[src/common/dco_pkg.sv]
// constants shared by the oscillator period control and its dither selector
package dco_pkg;

  // code widths
  localparam int CODE_W   = 12;
  localparam int STG_W    = 8;
  localparam int DIV_W    = 4;
  localparam int DITHER_W = 5;
  localparam int UPPER_W  = 3;
  localparam int LEN_W    = 6;
  localparam int DCNT_W   = 10;
  localparam int MULT_W   = 7;
  localparam int FREQ_W   = 26;
  localparam int ADDR_W   = 4;
  localparam int DATA_W   = 32;

  // combined divider/stage code limits
  localparam logic [CODE_W-1:0] CODE_MIN   = 12'h000;
  localparam logic [CODE_W-1:0] CODE_MAX   = 12'h9ff;
  localparam logic [CODE_W-1:0] CODE_ONE   = 12'h001;
  localparam logic [CODE_W-1:0] CODE_RST   = 12'h400;
  localparam logic [DIV_W-1:0]  DIV_MAX    = 4'h9;
  localparam logic [DIV_W-1:0]  DIV_NONE   = 4'h0;
  localparam logic [STG_W-1:0]  STG_ALL1   = 8'hff;
  localparam logic [STG_W-1:0]  STG_ALL0   = 8'h00;

  // ring lengths in stage delays
  localparam logic [LEN_W-1:0]   RING_BASE      = 6'h11;
  localparam logic [LEN_W-1:0]   RING_STEP      = 6'h02;
  localparam logic [LEN_W-1:0]   RING_LONG_111  = 6'h22;
  localparam logic [LEN_W-1:0]   RING_MAX       = 6'h22;
  localparam logic [LEN_W-1:0]   LEN_ONE        = 6'h01;
  localparam logic [UPPER_W-1:0] UPPER_MAX      = 3'h7;
  localparam logic [DITHER_W-1:0] DITHER_NONE   = 5'h00;
  localparam logic [DITHER_W-1:0] FRAME_FIRST   = 5'h00;
  localparam logic [DITHER_W-1:0] FRAME_LAST    = 5'h1f;
  localparam logic [DITHER_W-1:0] FRAME_ONE     = 5'h01;
  localparam logic [DCNT_W-1:0]   DCNT_ONE      = 10'h001;
  localparam logic [DCNT_W-1:0]   DCNT_ZERO     = 10'h000;

  // base reference clock, 307.2 kHz
  localparam logic [FREQ_W-1:0] BASE_REF_HZ = 26'h004_b000;

  // register map, byte addresses
  localparam logic [ADDR_W-1:0] ADDR_CTRL   = 4'h0;
  localparam logic [ADDR_W-1:0] ADDR_MULT   = 4'h4;
  localparam logic [ADDR_W-1:0] ADDR_CODE   = 4'h8;
  localparam logic [ADDR_W-1:0] ADDR_TARGET = 4'hc;

  // control register fields
  localparam int CTRL_MON_EN_BIT = 0;
  localparam int CTRL_FAULT_BIT  = 1;
  localparam int CTRL_STABLE_BIT = 2;

  // reset values; multiply factor default is arbitrary
  localparam logic [MULT_W-1:0] MULT_RST  = 7'h15;
  localparam logic [DATA_W-1:0] DATA_ZERO = 32'h0000_0000;

endpackage : dco_pkg

[src/hw/ring_length_select.sv]
// dither frame counter and ring length choice per ring cycle
`timescale 1ns/100ps
module ring_length_select (
  input  wire logic                         clk_in,
  input  wire logic                         resetn_in,
  input  wire logic                         ring_end_in,
  input  wire logic [dco_pkg::STG_W-1:0]    stage_code_in,
  output logic      [dco_pkg::LEN_W-1:0]    ring_len_out,
  output logic      [dco_pkg::LEN_W-1:0]    nominal_len_out,
  output logic                              long_sel_out
);
  import dco_pkg::*;

  logic [DITHER_W-1:0] frame_q;
  logic [UPPER_W-1:0]  upper;
  logic [DITHER_W-1:0] fine;

  assign upper = stage_code_in[STG_W-1:DITHER_W];
  assign fine  = stage_code_in[DITHER_W-1:0];

  // modulo-32 count of ring cycles
  always_ff @(posedge clk_in) begin
    if (!resetn_in) begin
      frame_q <= FRAME_FIRST;
    end else if (ring_end_in) begin
      frame_q <= frame_q + FRAME_ONE;
    end
  end

  always_comb begin
    nominal_len_out = RING_BASE + RING_STEP * LEN_W'(upper);
    long_sel_out    = (frame_q < fine);
    if (!long_sel_out) begin
      ring_len_out = nominal_len_out;
    end else if (upper == UPPER_MAX) begin
      ring_len_out = RING_LONG_111;
    end else begin
      ring_len_out = nominal_len_out + RING_STEP;
    end
  end
endmodule : ring_length_select

[src/hw/dco_period_control.sv]
// digital oscillator period control with register port and monitor gating
//
// Functional notes
// - period set only by stage and divider codes
// - divider code saturates at nine, divide 512
// - divider zero undivided, each step doubles period
// - divider moves only on stage carry or borrow, or on a code register write
// - upper stage bits give 17 to 31 delays
// - fine value k gives k long cycles per 32
// - fine value zero gives nominal length always
// - upper 111 long point is 34 delays
// - target frequency is multiplier times base reference
// - monitor enable refused until clock stable
//
// Local design decisions: strobed register access and the address map.
`timescale 1ns/100ps
module dco_period_control (
  input  wire logic                          clk_in,
  input  wire logic                          resetn_in,
  input  wire logic [dco_pkg::ADDR_W-1:0]    addr_in,
  input  wire logic [dco_pkg::DATA_W-1:0]    wr_data_in,
  input  wire logic                          wr_en_in,
  input  wire logic                          rd_en_in,
  output logic      [dco_pkg::DATA_W-1:0]    rd_data_out,
  input  wire logic                          loop_filter_up_in,
  input  wire logic                          loop_filter_down_in,
  input  wire logic                          internal_clk_stable_in,
  input  wire logic                          monitor_fault_in,
  output logic      [dco_pkg::DIV_W-1:0]     osc_divider_code_out,
  output logic      [dco_pkg::STG_W-1:0]     osc_stage_code_out,
  output logic      [dco_pkg::LEN_W-1:0]     ring_len_out,
  output logic                               internal_clk_tick_out,
  output logic                               monitor_enable_out,
  output logic                               monitor_fault_flag_out,
  output logic      [dco_pkg::MULT_W-1:0]    multiply_factor_out,
  output logic      [dco_pkg::FREQ_W-1:0]    freq_target_out
);
  import dco_pkg::*;

  logic [CODE_W-1:0] code_q;
  logic [CODE_W-1:0] code_d;
  logic [DIV_W-1:0]  eff_div;
  logic [LEN_W-1:0]  delay_q;
  logic [LEN_W-1:0]  ring_len_q;
  logic [LEN_W-1:0]  sel_len;
  logic [LEN_W-1:0]  nominal_len;
  logic              sel_long;
  logic              ring_end;
  logic [DCNT_W-1:0] div_cnt_q;
  logic [DCNT_W-1:0] div_limit;
  logic              tick_q;
  logic [DIV_W-1:0]  div_out_q;
  logic              mon_en_q;
  logic              fault_q;
  logic              armed_q;
  logic [MULT_W-1:0] mult_q;
  logic [FREQ_W-1:0] freq_q;
  logic [DATA_W-1:0] rd_data_q;
  logic              ctrl_wr;
  logic              mult_wr;
  logic              code_wr;
  logic              ctrl_rd;
  logic              fault_set;
  logic              fault_clr;

  assign ctrl_wr = wr_en_in && (addr_in == ADDR_CTRL);
  assign mult_wr = wr_en_in && (addr_in == ADDR_MULT);
  assign code_wr = wr_en_in && (addr_in == ADDR_CODE);
  assign ctrl_rd = rd_en_in && (addr_in == ADDR_CTRL);

  ////////////////////////////////////////////////////////////////////////////
  // combined divider/stage code

  // up and down together cancel; a software load wins over the filter
  always_comb begin
    code_d = code_q;
    if (code_wr) begin
      code_d = wr_data_in[CODE_W-1:0];
    end else if (loop_filter_up_in && !loop_filter_down_in) begin
      if (code_q < CODE_MAX) begin
        code_d = code_q + CODE_ONE;
      end
    end else if (loop_filter_down_in && !loop_filter_up_in) begin
      if (code_q != CODE_MIN) begin
        code_d = code_q - CODE_ONE;
      end
    end
  end

  always_ff @(posedge clk_in) begin
    if (!resetn_in) begin
      code_q <= CODE_RST;
    end else begin
      code_q <= code_d;
    end
  end

  // codes above nine act as nine
  assign eff_div = (code_q[CODE_W-1:STG_W] > DIV_MAX) ? DIV_MAX
                                                      : code_q[CODE_W-1:STG_W];

  always_ff @(posedge clk_in) begin
    if (!resetn_in) begin
      div_out_q <= DIV_NONE;
    end else begin
      div_out_q <= eff_div;
    end
  end

  ////////////////////////////////////////////////////////////////////////////
  // ring emulation: one stage delay per clock

  ring_length_select u_sel (
    .clk_in          (clk_in),
    .resetn_in       (resetn_in),
    .ring_end_in     (ring_end),
    .stage_code_in   (code_q[STG_W-1:0]),
    .ring_len_out    (sel_len),
    .nominal_len_out (nominal_len),
    .long_sel_out    (sel_long)
  );

  assign ring_end = (delay_q >= ring_len_q - LEN_ONE);

  always_ff @(posedge clk_in) begin
    if (!resetn_in) begin
      delay_q    <= '0;
      ring_len_q <= RING_BASE;
    end else if (ring_end) begin
      delay_q    <= '0;
      ring_len_q <= sel_len;
    end else begin
      delay_q    <= delay_q + LEN_ONE;
    end
  end

  ////////////////////////////////////////////////////////////////////////////
  // power-of-two divider on ring cycles

  assign div_limit = (DCNT_ONE << eff_div) - DCNT_ONE;

  // >= keeps the divider safe when the code drops mid-count
  always_ff @(posedge clk_in) begin
    if (!resetn_in) begin
      div_cnt_q <= DCNT_ZERO;
      tick_q    <= 1'b0;
    end else if (ring_end) begin
      if (div_cnt_q >= div_limit) begin
        div_cnt_q <= DCNT_ZERO;
        tick_q    <= 1'b1;
      end else begin
        div_cnt_q <= div_cnt_q + DCNT_ONE;
        tick_q    <= 1'b0;
      end
    end else begin
      tick_q <= 1'b0;
    end
  end

  ////////////////////////////////////////////////////////////////////////////
  // multiply factor and target frequency

  always_ff @(posedge clk_in) begin
    if (!resetn_in) begin
      mult_q <= MULT_RST;
    end else if (mult_wr) begin
      mult_q <= wr_data_in[MULT_W-1:0];
    end
  end

  always_ff @(posedge clk_in) begin
    if (!resetn_in) begin
      freq_q <= '0;
    end else begin
      freq_q <= FREQ_W'(mult_q) * BASE_REF_HZ;
    end
  end

  ////////////////////////////////////////////////////////////////////////////
  // clock monitor enable and fault flag

  // enable only while stable, or keep it if already on
  always_ff @(posedge clk_in) begin
    if (!resetn_in) begin
      mon_en_q <= 1'b0;
    end else if (ctrl_wr) begin
      mon_en_q <= wr_data_in[CTRL_MON_EN_BIT]
                  && (mon_en_q || internal_clk_stable_in);
    end
  end

  assign fault_set = monitor_fault_in && mon_en_q;
  assign fault_clr = ctrl_wr && armed_q && !wr_data_in[CTRL_FAULT_BIT];

  // a read of the control register while the fault flag is set arms the clear; any control write disarms
  always_ff @(posedge clk_in) begin
    if (!resetn_in) begin
      armed_q <= 1'b0;
    end else if (ctrl_wr) begin
      armed_q <= 1'b0;
    end else if (ctrl_rd && fault_q) begin
      armed_q <= 1'b1;
    end
  end

  // set wins over a clear in the same cycle
  always_ff @(posedge clk_in) begin
    if (!resetn_in) begin
      fault_q <= 1'b0;
    end else if (fault_set) begin
      fault_q <= 1'b1;
    end else if (fault_clr) begin
      fault_q <= 1'b0;
    end
  end

  ////////////////////////////////////////////////////////////////////////////
  // register read port, data valid in the cycle after the strobe only

  always_ff @(posedge clk_in) begin
    if (!resetn_in) begin
      rd_data_q <= DATA_ZERO;
    end else if (rd_en_in) begin
      rd_data_q <= DATA_ZERO;
      case (addr_in)
        ADDR_CTRL: begin
          rd_data_q[CTRL_MON_EN_BIT] <= mon_en_q;
          rd_data_q[CTRL_FAULT_BIT]  <= fault_q;
          rd_data_q[CTRL_STABLE_BIT] <= internal_clk_stable_in;
        end
        ADDR_MULT: begin
          rd_data_q[MULT_W-1:0] <= mult_q;
        end
        ADDR_CODE: begin
          rd_data_q[CODE_W-1:0] <= code_q;
        end
        ADDR_TARGET: begin
          rd_data_q[FREQ_W-1:0] <= freq_q;
        end
        default: begin
          rd_data_q <= DATA_ZERO;
        end
      endcase
    end else begin
      rd_data_q <= DATA_ZERO;
    end
  end

  assign rd_data_out            = rd_data_q;
  assign osc_divider_code_out   = div_out_q;
  assign osc_stage_code_out     = code_q[STG_W-1:0];
  assign ring_len_out           = ring_len_q;
  assign internal_clk_tick_out  = tick_q;
  assign monitor_enable_out     = mon_en_q;
  assign monitor_fault_flag_out = fault_q;
  assign multiply_factor_out    = mult_q;
  assign freq_target_out        = freq_q;
endmodule : dco_period_control

[config.mk]
export PLATFORM = sky130hd
export DESIGN_NAME = dco_period_control
export DESIGN_NICKNAME = d
export VERILOG_FILES = /design/src/common/dco_pkg.sv /design/src/hw/ring_length_select.sv /design/src/hw/dco_period_control.sv
export SDC_FILE = /design/constraint.sdc
export NUM_CORES = 1
export LEC_CHECK = 0
export BUFFER_PORTS_ARGS = -buffer_cell sky130_fd_sc_hd__buf_2
export CAP_MARGIN = 20
export CORE_MARGIN = 2
export CORE_UTILIZATION = 35
export CTS_CLUSTER_DIAMETER = 60
export DETAILED_ROUTE_END_ITERATION = 10
export PLACE_DENSITY = 0.53
export SYNTH_ARGS = -nofsm -noshare
export SYNTH_HDL_FRONTEND = slang
export SYNTH_SLANG_ARGS = --single-unit
export TNS_END_PERCENT = 30
[constraint.sdc]
create_clock -name clk_in -period 3.52 [get_ports clk_in]
set_input_delay 0.528 -clock clk_in [delete_from_list [all_inputs] [get_ports clk_in]]
set_output_delay 0.528 -clock clk_in [all_outputs]
set_load 0.05 [all_outputs]
==> flow_metrics.env, run 1 <==
export IMPL_final_setup_tns_ps=0
export IMPL_crit_type="reg -> reg"
export IMPL_ys_ff_latch=94
export IMPL_ios=130
export IMPL_seq_area_frac_synth_pct=33.97
export IMPL_worst_setup_path_start_kind="flop"
export IMPL_dp_cells=918
export IMPL_dr_pass1_iters=5
export IMPL_layoutNonFillerInstCount=934
export IMPL_die_x_um=129.8
export IMPL_cts_tree="built"
export IMPL_grt_pass1_vias=4326
export IMPL_cts_hold_fix_buffers=0
export IMPL_wirelength_um=13380
export IMPL_dpl_hpwl_um=10360
export IMPL_rsz0062_at_grt="false"
export IMPL_port_buffers=91
export IMPL_synth_cell_types=55
export IMPL_cts_root_buf="clkbuf_16"
export IMPL_core_area_mm2=0.01531
export IMPL_worst_ir_drop_vdd_mv=0.2344
export IMPL_grt_overflow=0
export IMPL_routedWlPerCell_um=14.33
export IMPL_cellPowerDensity_mw_per_mm2=483.1
export IMPL_hp_start="wr_data_in[2]"
export IMPL_cap_violations=0
export IMPL_synth_warnings=0
export IMPL_max_slew_margin_pct=50.67
export IMPL_antenna_found_initial=0
export IMPL_drt_iter0_markers=215
export IMPL_grt_max_degree=26
export IMPL_ant_nets=0
export IMPL_cts_clk_slew_worst_paths_ps=80
export IMPL_grt_util_all_layers_pct=16.68
export IMPL_drive_gt1_share_pct=18.81
export IMPL_leakagePower_nw=3.128
export IMPL_grt_pass1_wl_um=21970
export IMPL_utilization_pct=42.43
export IMPL_synth_cell_area_mm2=0.005540
export IMPL_hp_class="in -> reg"
export IMPL_fmaxAchievable_ghz=0.2965
export IMPL_async_flop_share_pct=0
export IMPL_critPathLaunch="multiply_factor_out[5]"
export IMPL_period_share_pct=95.83
export IMPL_placementRows=45
export IMPL_viasPerCell=4.860
export IMPL_finalSetupViolCount=0
export IMPL_insertion_delay_ps=360
export IMPL_gp_congestion=0.8946
export IMPL_via_count=4539
export IMPL_hold_viol_final=0
export IMPL_final_common_cell="dfxtp_1"
export IMPL_most_common_layout_cells="dfxtp_1, buf_2, nor2_1"
export IMPL_fillCellCount=1607
export IMPL_timing_rr_start="multiply_factor_out[5]"
export IMPL_cts_buffers=9
export IMPL_min_period_ps=3373
export IMPL_outcome="completed"
export IMPL_htreeDepth=3
export IMPL_die_area_mm2=0.01685
export IMPL_cts_sinks=94
export IMPL_clock_tree_buffer_depth=2
export IMPL_worstPathArrival_ps=3610
export IMPL_synth_edf_count=0
export IMPL_start_util_pct=36.18
export IMPL_syn_inst=626
export IMPL_critPathCaptureType="flop"
export IMPL_area_growth_pct=17.28
export IMPL_die_height_um=129.8
export IMPL_synth_ff_type="dfxtp_1"
export IMPL_drc_errors=0
export IMPL_finalNetCount=839
export IMPL_power_w=0.003139
export IMPL_clock_skew_ps=10.83
export IMPL_worstMarginPinSlew_ps=737.2
export IMPL_required_ps=3760
export IMPL_diodes=0
export IMPL_synth_avg_cell_area_um2=8.850
export IMPL_worstPathMaxFanout=5
export IMPL_report_final_slew_viol_count=0
[registers in the layout (all words and copies together) (netlist names)]
| name | cells |
|---|---|
| armed_q | 1 |
| code_q | 12 |
| delay_q | 6 |
| div_cnt_q | 10 |
| freq_target_out | 14 |
| internal_clk_tick_out | 1 |
| monitor_enable_out | 1 |
| monitor_fault_flag_out | 1 |
| multiply_factor_out | 7 |
| osc_divider_code_out | 4 |
| rd_data_out | 26 |
| ring_len_out | 6 |
| u_sel.frame_q | 5 |
[final cells by class]
class	count	area [µm²]	area share [%]
inverters	35	131.4	2.022
clock buffers	10	229.0	3.524
flip-flops and latches	94	1884	29.00
repair buffers	109	590.6	9.089
well taps	211	264.0	4.063
clock inverters	6	77.57	1.194
multi-input cells	469	3321	51.11
[logic make-up after synthesis]
| family | count (synthesis) | synth area share (%) |
|---|---|---|
| buf+inv | 80 | 7.362 |
| fa+ha+maj | 77 | 18.20 |
| other cells | 2 | 0.1356 |
| flops | 94 | 33.97 |
| simple gates | 207 | 17.64 |
| xor+xnor | 40 | 6.323 |
| mux | 13 | 2.349 |
| compound gates | 113 | 14.02 |
[timing repair]
action	CTS	global route
endpoints found under the setup margin	0	1
buffers inserted	0	0
gates resized for setup	0	2
[cell usage after synthesis (all sizes together) (2+ instances only)]
| cell | n | area share (%) |
|---|---|---|
| nand4 | 8 | 0.90 |
| nand3 | 13 | 1.2 |
| mux2i | 13 | 2.3 |
| o211ai | 2 | 0.27 |
| nor2b | 4 | 0.45 |
| a22oi | 4 | 0.54 |
| nor3 | 9 | 0.81 |
| dfxtp | 94 | 34 |
| o21bai | 3 | 0.41 |
| a31oi | 4 | 0.45 |
| xor2 | 19 | 3.0 |
| buf | 32 | 4.1 |
| a211oi | 4 | 0.63 |
| inv | 34 | 2.3 |
| o31ai | 4 | 0.63 |
| nor4 | 5 | 0.56 |
| ha | 71 | 16 |
| o31a | 2 | 0.32 |
| and2 | 24 | 2.7 |
| conb | 2 | 0.14 |
| fa | 6 | 2.2 |
| o21a | 5 | 0.68 |
| nand2 | 52 | 3.5 |
| xnor2 | 21 | 3.3 |
| a2111oi | 6 | 1.3 |
| a21oi | 34 | 3.3 |
| o21ai | 22 | 2.0 |
| nand2b | 5 | 0.56 |
| nor2 | 72 | 4.9 |
| clkbuf | 13 | 0.88 |
| a311oi | 4 | 0.63 |
| a21o | 12 | 1.6 |
| o211a | 2 | 0.36 |
| or3 | 2 | 0.23 |
| and3 | 6 | 0.68 |
[power breakdown]
group          switching, W  internal (W)  leakage (nW)
logic              0.000594      0.000336          2.22
registers         0.0000709       0.00112         0.764
clock network      0.000453      0.000566         0.148
[final timing paths]
kind,slack [ps],depth (start not counted),end
max,150,13,freq_target_out[25]
min,420,3,multiply_factor_out[2]
max reg2reg,150,13,freq_target_out[25]
min reg2reg,450,1,rd_data_out[14]
[stage by stage]
| stage | instance area (µm²) | worst slack, ps | hold slack (ps) |
|---|---|---|---|
| 2_1_floorplan | 5607 | 11.14 | 429.7 |
| 3_3_place_gp | 6185 | 257.8 | 438.3 |
| 3_5_place_dp | 6185 | 242.8 | 433.8 |
| 4_1_cts | 6491 | 178.7 | 408.2 |
| 5_1_grt | 6497 | 12.09 | 422.1 |
| 6_report | 6497 | 146.9 | 424.4 |
[critical path, cell delays in order, from the launching register on]
cell       delay (ps)
dfxtp_1           430
ha_1              270
ha_1              280
ha_1              280
inv_1              50
fa_1              490
inv_1              40
ha_1              330
a2111oi_0         360
a21oi_1            90
nand2_1           120
o21ai_0           150
a211oi_1          280
nor2_1             70
[layer usage]
layer / vias to the layer above / track usage, % / wire, µm
li1: 2305 / - / -
met1: 2113 / 23.21 / 6676
met2: 103 / 25.75 / 5924
met3: 18 / 2.706 / 522
met4: 0 / 6.831 / 258
met5: - / 0 / 0
No activity file was read; power rests on OpenSTA's default activity.
==> run 2: changes to the inputs <==
--- a/config.mk
+++ b/config.mk
@@ -11,6 +11,7 @@
 export CORE_UTILIZATION = 35
 export CTS_CLUSTER_DIAMETER = 60
 export DETAILED_ROUTE_END_ITERATION = 10
+export MAX_ROUTING_LAYER = met4
 export PLACE_DENSITY = 0.53
 export SYNTH_ARGS = -nofsm -noshare
 export SYNTH_HDL_FRONTEND = slang
==> flow_metrics.env, run 2 (synthesis results as in run 1) <==
export IMPL_leakagePower_nw=3.128
export IMPL_period_share_pct=95.36
export IMPL_wl_met1_um=6702
export IMPL_hold_viol_final=0
export IMPL_hp_class="in -> reg"
export IMPL_required_ps=3760
export IMPL_clockPowerShare_pct=32.5
export IMPL_p_switching_w=0.001118
export IMPL_worst_setup_path_start_kind="flop"
export IMPL_power_w=0.003138
export IMPL_max_slew_margin_pct=50.94
export IMPL_dr_pass1_iters=4
export IMPL_die_area_mm2=0.01685
export IMPL_ctsResizeCount=0
export IMPL_clock_tree_buffer_depth=2
export IMPL_largest_reg_flops=26
export IMPL_p_sw_share_pct=35.62
export IMPL_min_period_ps=3357
export IMPL_grt_pass1_vias=4322
export IMPL_antenna_found_initial=0
export IMPL_critPathLaunch="multiply_factor_out[5]"
export IMPL_start_util_pct=36.18
export IMPL_worstMarginPinSlew_ps=733.3
export IMPL_routed_wl_met3_um=497
export IMPL_cts_clk_slew_worst_paths_ps=80
export IMPL_finalNetCount=839
export IMPL_grt_util_all_layers_pct=17.15
export IMPL_viasPerCell=4.853
export IMPL_rsz0062_at_grt="false"
export IMPL_finalSetupViolCount=0
export IMPL_timing_rr_start="multiply_factor_out[5]"
export IMPL_insertion_delay_ps=360
export IMPL_ios=130
export IMPL_cellPowerDensity_mw_per_mm2=483.0
export IMPL_fmaxAchievable_ghz=0.2979
export IMPL_worst_ir_drop_vdd_mv=0.2344
export IMPL_dr_wl_met2_um=5898
export IMPL_gp_congestion=0.9098
export IMPL_worstPathArrival_ps=3590
export IMPL_die_x_um=129.8
export IMPL_grt_overflow=0
export IMPL_top_layer="met4"
export IMPL_port_buffers=91
export IMPL_ant_nets=0
export IMPL_drc_errors=0
export IMPL_diodes=0
export IMPL_core_area_mm2=0.01531
export IMPL_outcome="completed"
export IMPL_cts_hold_fix_buffers=0
export IMPL_layoutNonFillerInstCount=934
export IMPL_htreeDepth=3
export IMPL_via_count=4533
export IMPL_critPathCaptureType="flop"
export IMPL_worstPathMaxFanout=5
export IMPL_whs_ps=425.3
export IMPL_drive_gt1_share_pct=18.81
export IMPL_hp_start="wr_data_in[2]"
export IMPL_final_common_cell="dfxtp_1"
export IMPL_cts_tree="built"
export IMPL_report_final_slew_viol_count=0
export IMPL_dp_cells=918
export IMPL_wirelength_um=13350
export IMPL_grt_max_degree=26
export IMPL_fillCellCount=1607
export IMPL_dpl_hpwl_um=10360
export IMPL_cts_sinks=94
export IMPL_clock_skew_ps=11.60
export IMPL_die_height_um=129.8
export IMPL_post_cts_setup_buffers=0
export IMPL_most_common_layout_cells="dfxtp_1, buf_2, nor2_1"
export IMPL_crit_type="reg -> reg"
export IMPL_cts_buffers=9
export IMPL_final_setup_tns_ps=0
export IMPL_pwr_share_seq_pct=37.9
export IMPL_cap_violations=0
export IMPL_p_int_w=0.002021
export IMPL_routedWlPerCell_um=14.29
export IMPL_placementRows=45
export IMPL_power_frac_comb_pct=29.6
export IMPL_drt_iter0_markers=187
export IMPL_area_growth_pct=17.28
export IMPL_grt_pass1_wl_um=21970
export IMPL_cts_root_buf="clkbuf_16"
[run 2: routing by layer]
metal,track usage [%],vias up
met5,-,-
met1,23.24,2111
met3,2.542,19
met4,6.831,0
li1,-,2304
met2,25.75,99
[run 2: power by group through the flow]
stage	sequential [W]	clock, W	combinational (W)
global placement	0.00121	0	0.000908
floorplan	0.00127	0	0.000694
global route	0.00120	0.00110	0.00103
detailed placement	0.00121	0	0.000924
finish	0.00119	0.00102	0.000930
CTS	0.00119	0.00105	0.000931
[run 2: worst paths after layout]
path | slack [ps] | endpoint | cells past startpoint
setup reg to reg | 160 | freq_target_out[25] | 13
setup / recovery | 160 | freq_target_out[25] | 13
hold reg to reg | 450 | rd_data_out[14] | 1
hold / removal | 430 | multiply_factor_out[2] | 3
[run 2: critical path, cell delays in order (launching register included)]
cell and delay (ps):
dfxtp_1 430, ha_1 270, ha_1 280, ha_1 280, inv_1 50, fa_1 490
inv_1 40, ha_1 330, a2111oi_0 360, a21oi_1 90, nand2_1 120, o21ai_0 150
a211oi_1 260, nor2_1 70
[run 2: stage by stage]
stage                     cell area (µm²)  util, %  worst slack (ps)
after floorplan                      5607        -             11.14
after global placement               6185    40.38             257.8
after detailed placement             6185    40.38             242.8
after CTS                            6491    42.39             178.7
after global routing                 6497    42.43             12.42
final                                6497    42.43             163.4
[run 2: cell type report]
type | instances | area (µm²) | share of cell area [%]
Multi-Input combinational cell | 469 | 3321 | 51.11
Sequential cell | 94 | 1884 | 29.00
Timing Repair Buffer | 109 | 590.6 | 9.089
Tap cell | 211 | 264.0 | 4.063
Clock buffer | 10 | 229.0 | 3.524
Inverter | 35 | 131.4 | 2.022
Clock inverter | 6 | 77.57 | 1.194
==> run 3: changes to the inputs <==
==> constraint.sdc (replaced) <==
create_clock -name clk_in -period 3.52 [get_ports clk_in]
set_input_delay 0.528 -clock clk_in [delete_from_list [all_inputs] [get_ports clk_in]]
set_output_delay 0.528 -clock clk_in [all_outputs]
set_load 0.01 [all_outputs]
==> flow_metrics.env, run 3 (synthesis results as in run 1) <==
export IMPL_cpMostUsedCell="ha_1"
export IMPL_post_dp_cell_area_mm2=0.006175
export IMPL_worstPathArrival_ps=3530
export IMPL_finalSetupViolCount=0
export IMPL_port_buffers=91
export IMPL_dr_wl_met2_um=5931
export IMPL_cap_violations=0
export IMPL_die_height_um=129.8
export IMPL_dr_pass1_iters=4
export IMPL_r2r_cells=13
export IMPL_dpl_hpwl_um=10550
export IMPL_drive_gt1_share_pct=18.56
export IMPL_ant_nets=0
export IMPL_rsz0062_at_grt="false"
export IMPL_min_period_ps=3297
export IMPL_cts_hold_fix_buffers=0
export IMPL_cts_clk_slew_worst_paths_ps=70
export IMPL_die_area_mm2=0.01685
export IMPL_grt_overflow=0
export IMPL_worstPathMaxFanout=5
export IMPL_clock_skew_ps=8.273
export IMPL_grt_util_all_layers_pct=16.75
export IMPL_via_count=4528
export IMPL_layoutNonFillerInstCount=933
export IMPL_grt_max_degree=28
export IMPL_largest_reg_flops=26
export IMPL_htreeDepth=3
export IMPL_cts_root_buf="clkbuf_16"
export IMPL_dp_cells=917
export IMPL_final_setup_tns_ps=0
export IMPL_drt_iter0_markers=162
export IMPL_final_common_cell="dfxtp_1"
export IMPL_grt_pass1_wl_um=21470
export IMPL_worst_setup_path_start_kind="flop"
export IMPL_ios=130
export IMPL_drc_errors=0
export IMPL_power_w=0.002904
export IMPL_start_util_pct=36.18
export IMPL_core_area_mm2=0.01531
export IMPL_critPathCaptureType="flop"
export IMPL_crit_buf_inv=2
export IMPL_cts_tree="built"
export IMPL_area_growth_pct=16.94
export IMPL_hp_class="in -> reg"
export IMPL_insertion_delay_ps=350
export IMPL_die_x_um=129.8
export IMPL_outcome="completed"
export IMPL_grt_pass1_vias=4282
export IMPL_routed_wl_met3_um=587
export IMPL_worst_ir_drop_vdd_mv=0.2254
export IMPL_wl_met1_um=6650
export IMPL_worstMarginPinSlew_ps=759.2
export IMPL_clock_tree_buffer_depth=2
export IMPL_cellPowerDensity_mw_per_mm2=448.2
export IMPL_cp_depth=13
export IMPL_gp_congestion=0.8696
export IMPL_period_share_pct=93.67
export IMPL_leakagePower_nw=3.115
export IMPL_cts_buffers=9
export IMPL_cp_slowest_cell="fa_1"
export IMPL_antenna_found_initial=0
export IMPL_cts_sinks=94
export IMPL_cp_cell_sequence="ha_1, ha_1, inv_1, fa_1, inv_1, ha_1, ha_1, a2111oi_4, o21ai_0, nand2_1, o21ai_0, a211oi_1, nor2_1"
export IMPL_required_ps=3760
export IMPL_crit_type="reg -> reg"
export IMPL_final_cell_area_mm2=0.006479
export IMPL_max_stage_delay_ps=520
export IMPL_crit_family="adder cells"
export IMPL_top_layer="met4"
export IMPL_hold_viol_final=0
export IMPL_routedWlPerCell_um=14.49
export IMPL_worstHoldPathCells=3
export IMPL_placementRows=45
export IMPL_max_slew_margin_pct=48.08
export IMPL_most_common_layout_cells="dfxtp_1, buf_2, nor2_1"
export IMPL_fmaxAchievable_ghz=0.3033
export IMPL_wirelength_um=13520
export IMPL_report_final_slew_viol_count=0
export IMPL_viasPerCell=4.853
export IMPL_finalNetCount=838
export IMPL_diodes=0
-- run 3: routing by layer --
layer | vias to the layer above | global-route usage (%)
met2 | 117 | 25.50
met4 | 0 | 7.400
met5 | - | -
met1 | 2088 | 22.18
li1 | 2298 | -
met3 | 25 | 2.337
-- run 3: repair_timing --
action	in CTS	in global routing
buffers inserted	0	0
resized for setup	0	4
setup endpoints to repair	0	2
-- run 3: area by class of cell --
class                   instances  area, µm²
inverters                      35      131.4
well taps                     211      264.0
clock inverters                 7      58.81
flip-flops and latches         94       1882
repair buffers                108      583.1
fillers                      1565       8836
clock buffers                   9      225.2
multi-input cells             469       3334
-- run 3: worst paths after layout --
kind / start / endpoint / slack (ps)
min: wr_data_in[2] / multiply_factor_out[2] / 420
min reg2reg: freq_target_out[12] / rd_data_out[12] / 450
max reg2reg: multiply_factor_out[4] / freq_target_out[25] / 220
max: multiply_factor_out[4] / freq_target_out[25] / 220
-- run 3: metrics by stage --
step / setup WS (ps) / hold WS (ps) / util [%]
4_1_cts: 119.1 / 418.6 / 42.17
5_1_grt: 25.52 / 444.6 / 42.30
3_5_place_dp: 159.8 / 433.3 / 40.32
2_1_floorplan: 316.3 / 429.7 / -
6_report: 223.0 / 423.1 / 42.30
3_3_place_gp: 281.2 / 437.9 / 40.32
-- run 3: worst reg2reg max path, cell delays in order (launching register included) --
cell	delay, ps
dfxtp_1	320
ha_1	300
ha_1	270
inv_1	50
fa_1	520
inv_1	40
ha_1	190
ha_1	380
a2111oi_4	380
o21ai_0	130
nand2_1	110
o21ai_0	150
a211oi_1	270
nor2_1	70
-- run 3: where the power goes --
group	total (W)	leakage (nW)	internal, W	switching, W
clock	0.000933	0.138	0.000489	0.000444
combinational	0.000780	2.21	0.000337	0.000443
sequential	0.00119	0.764	0.00112	0.0000719
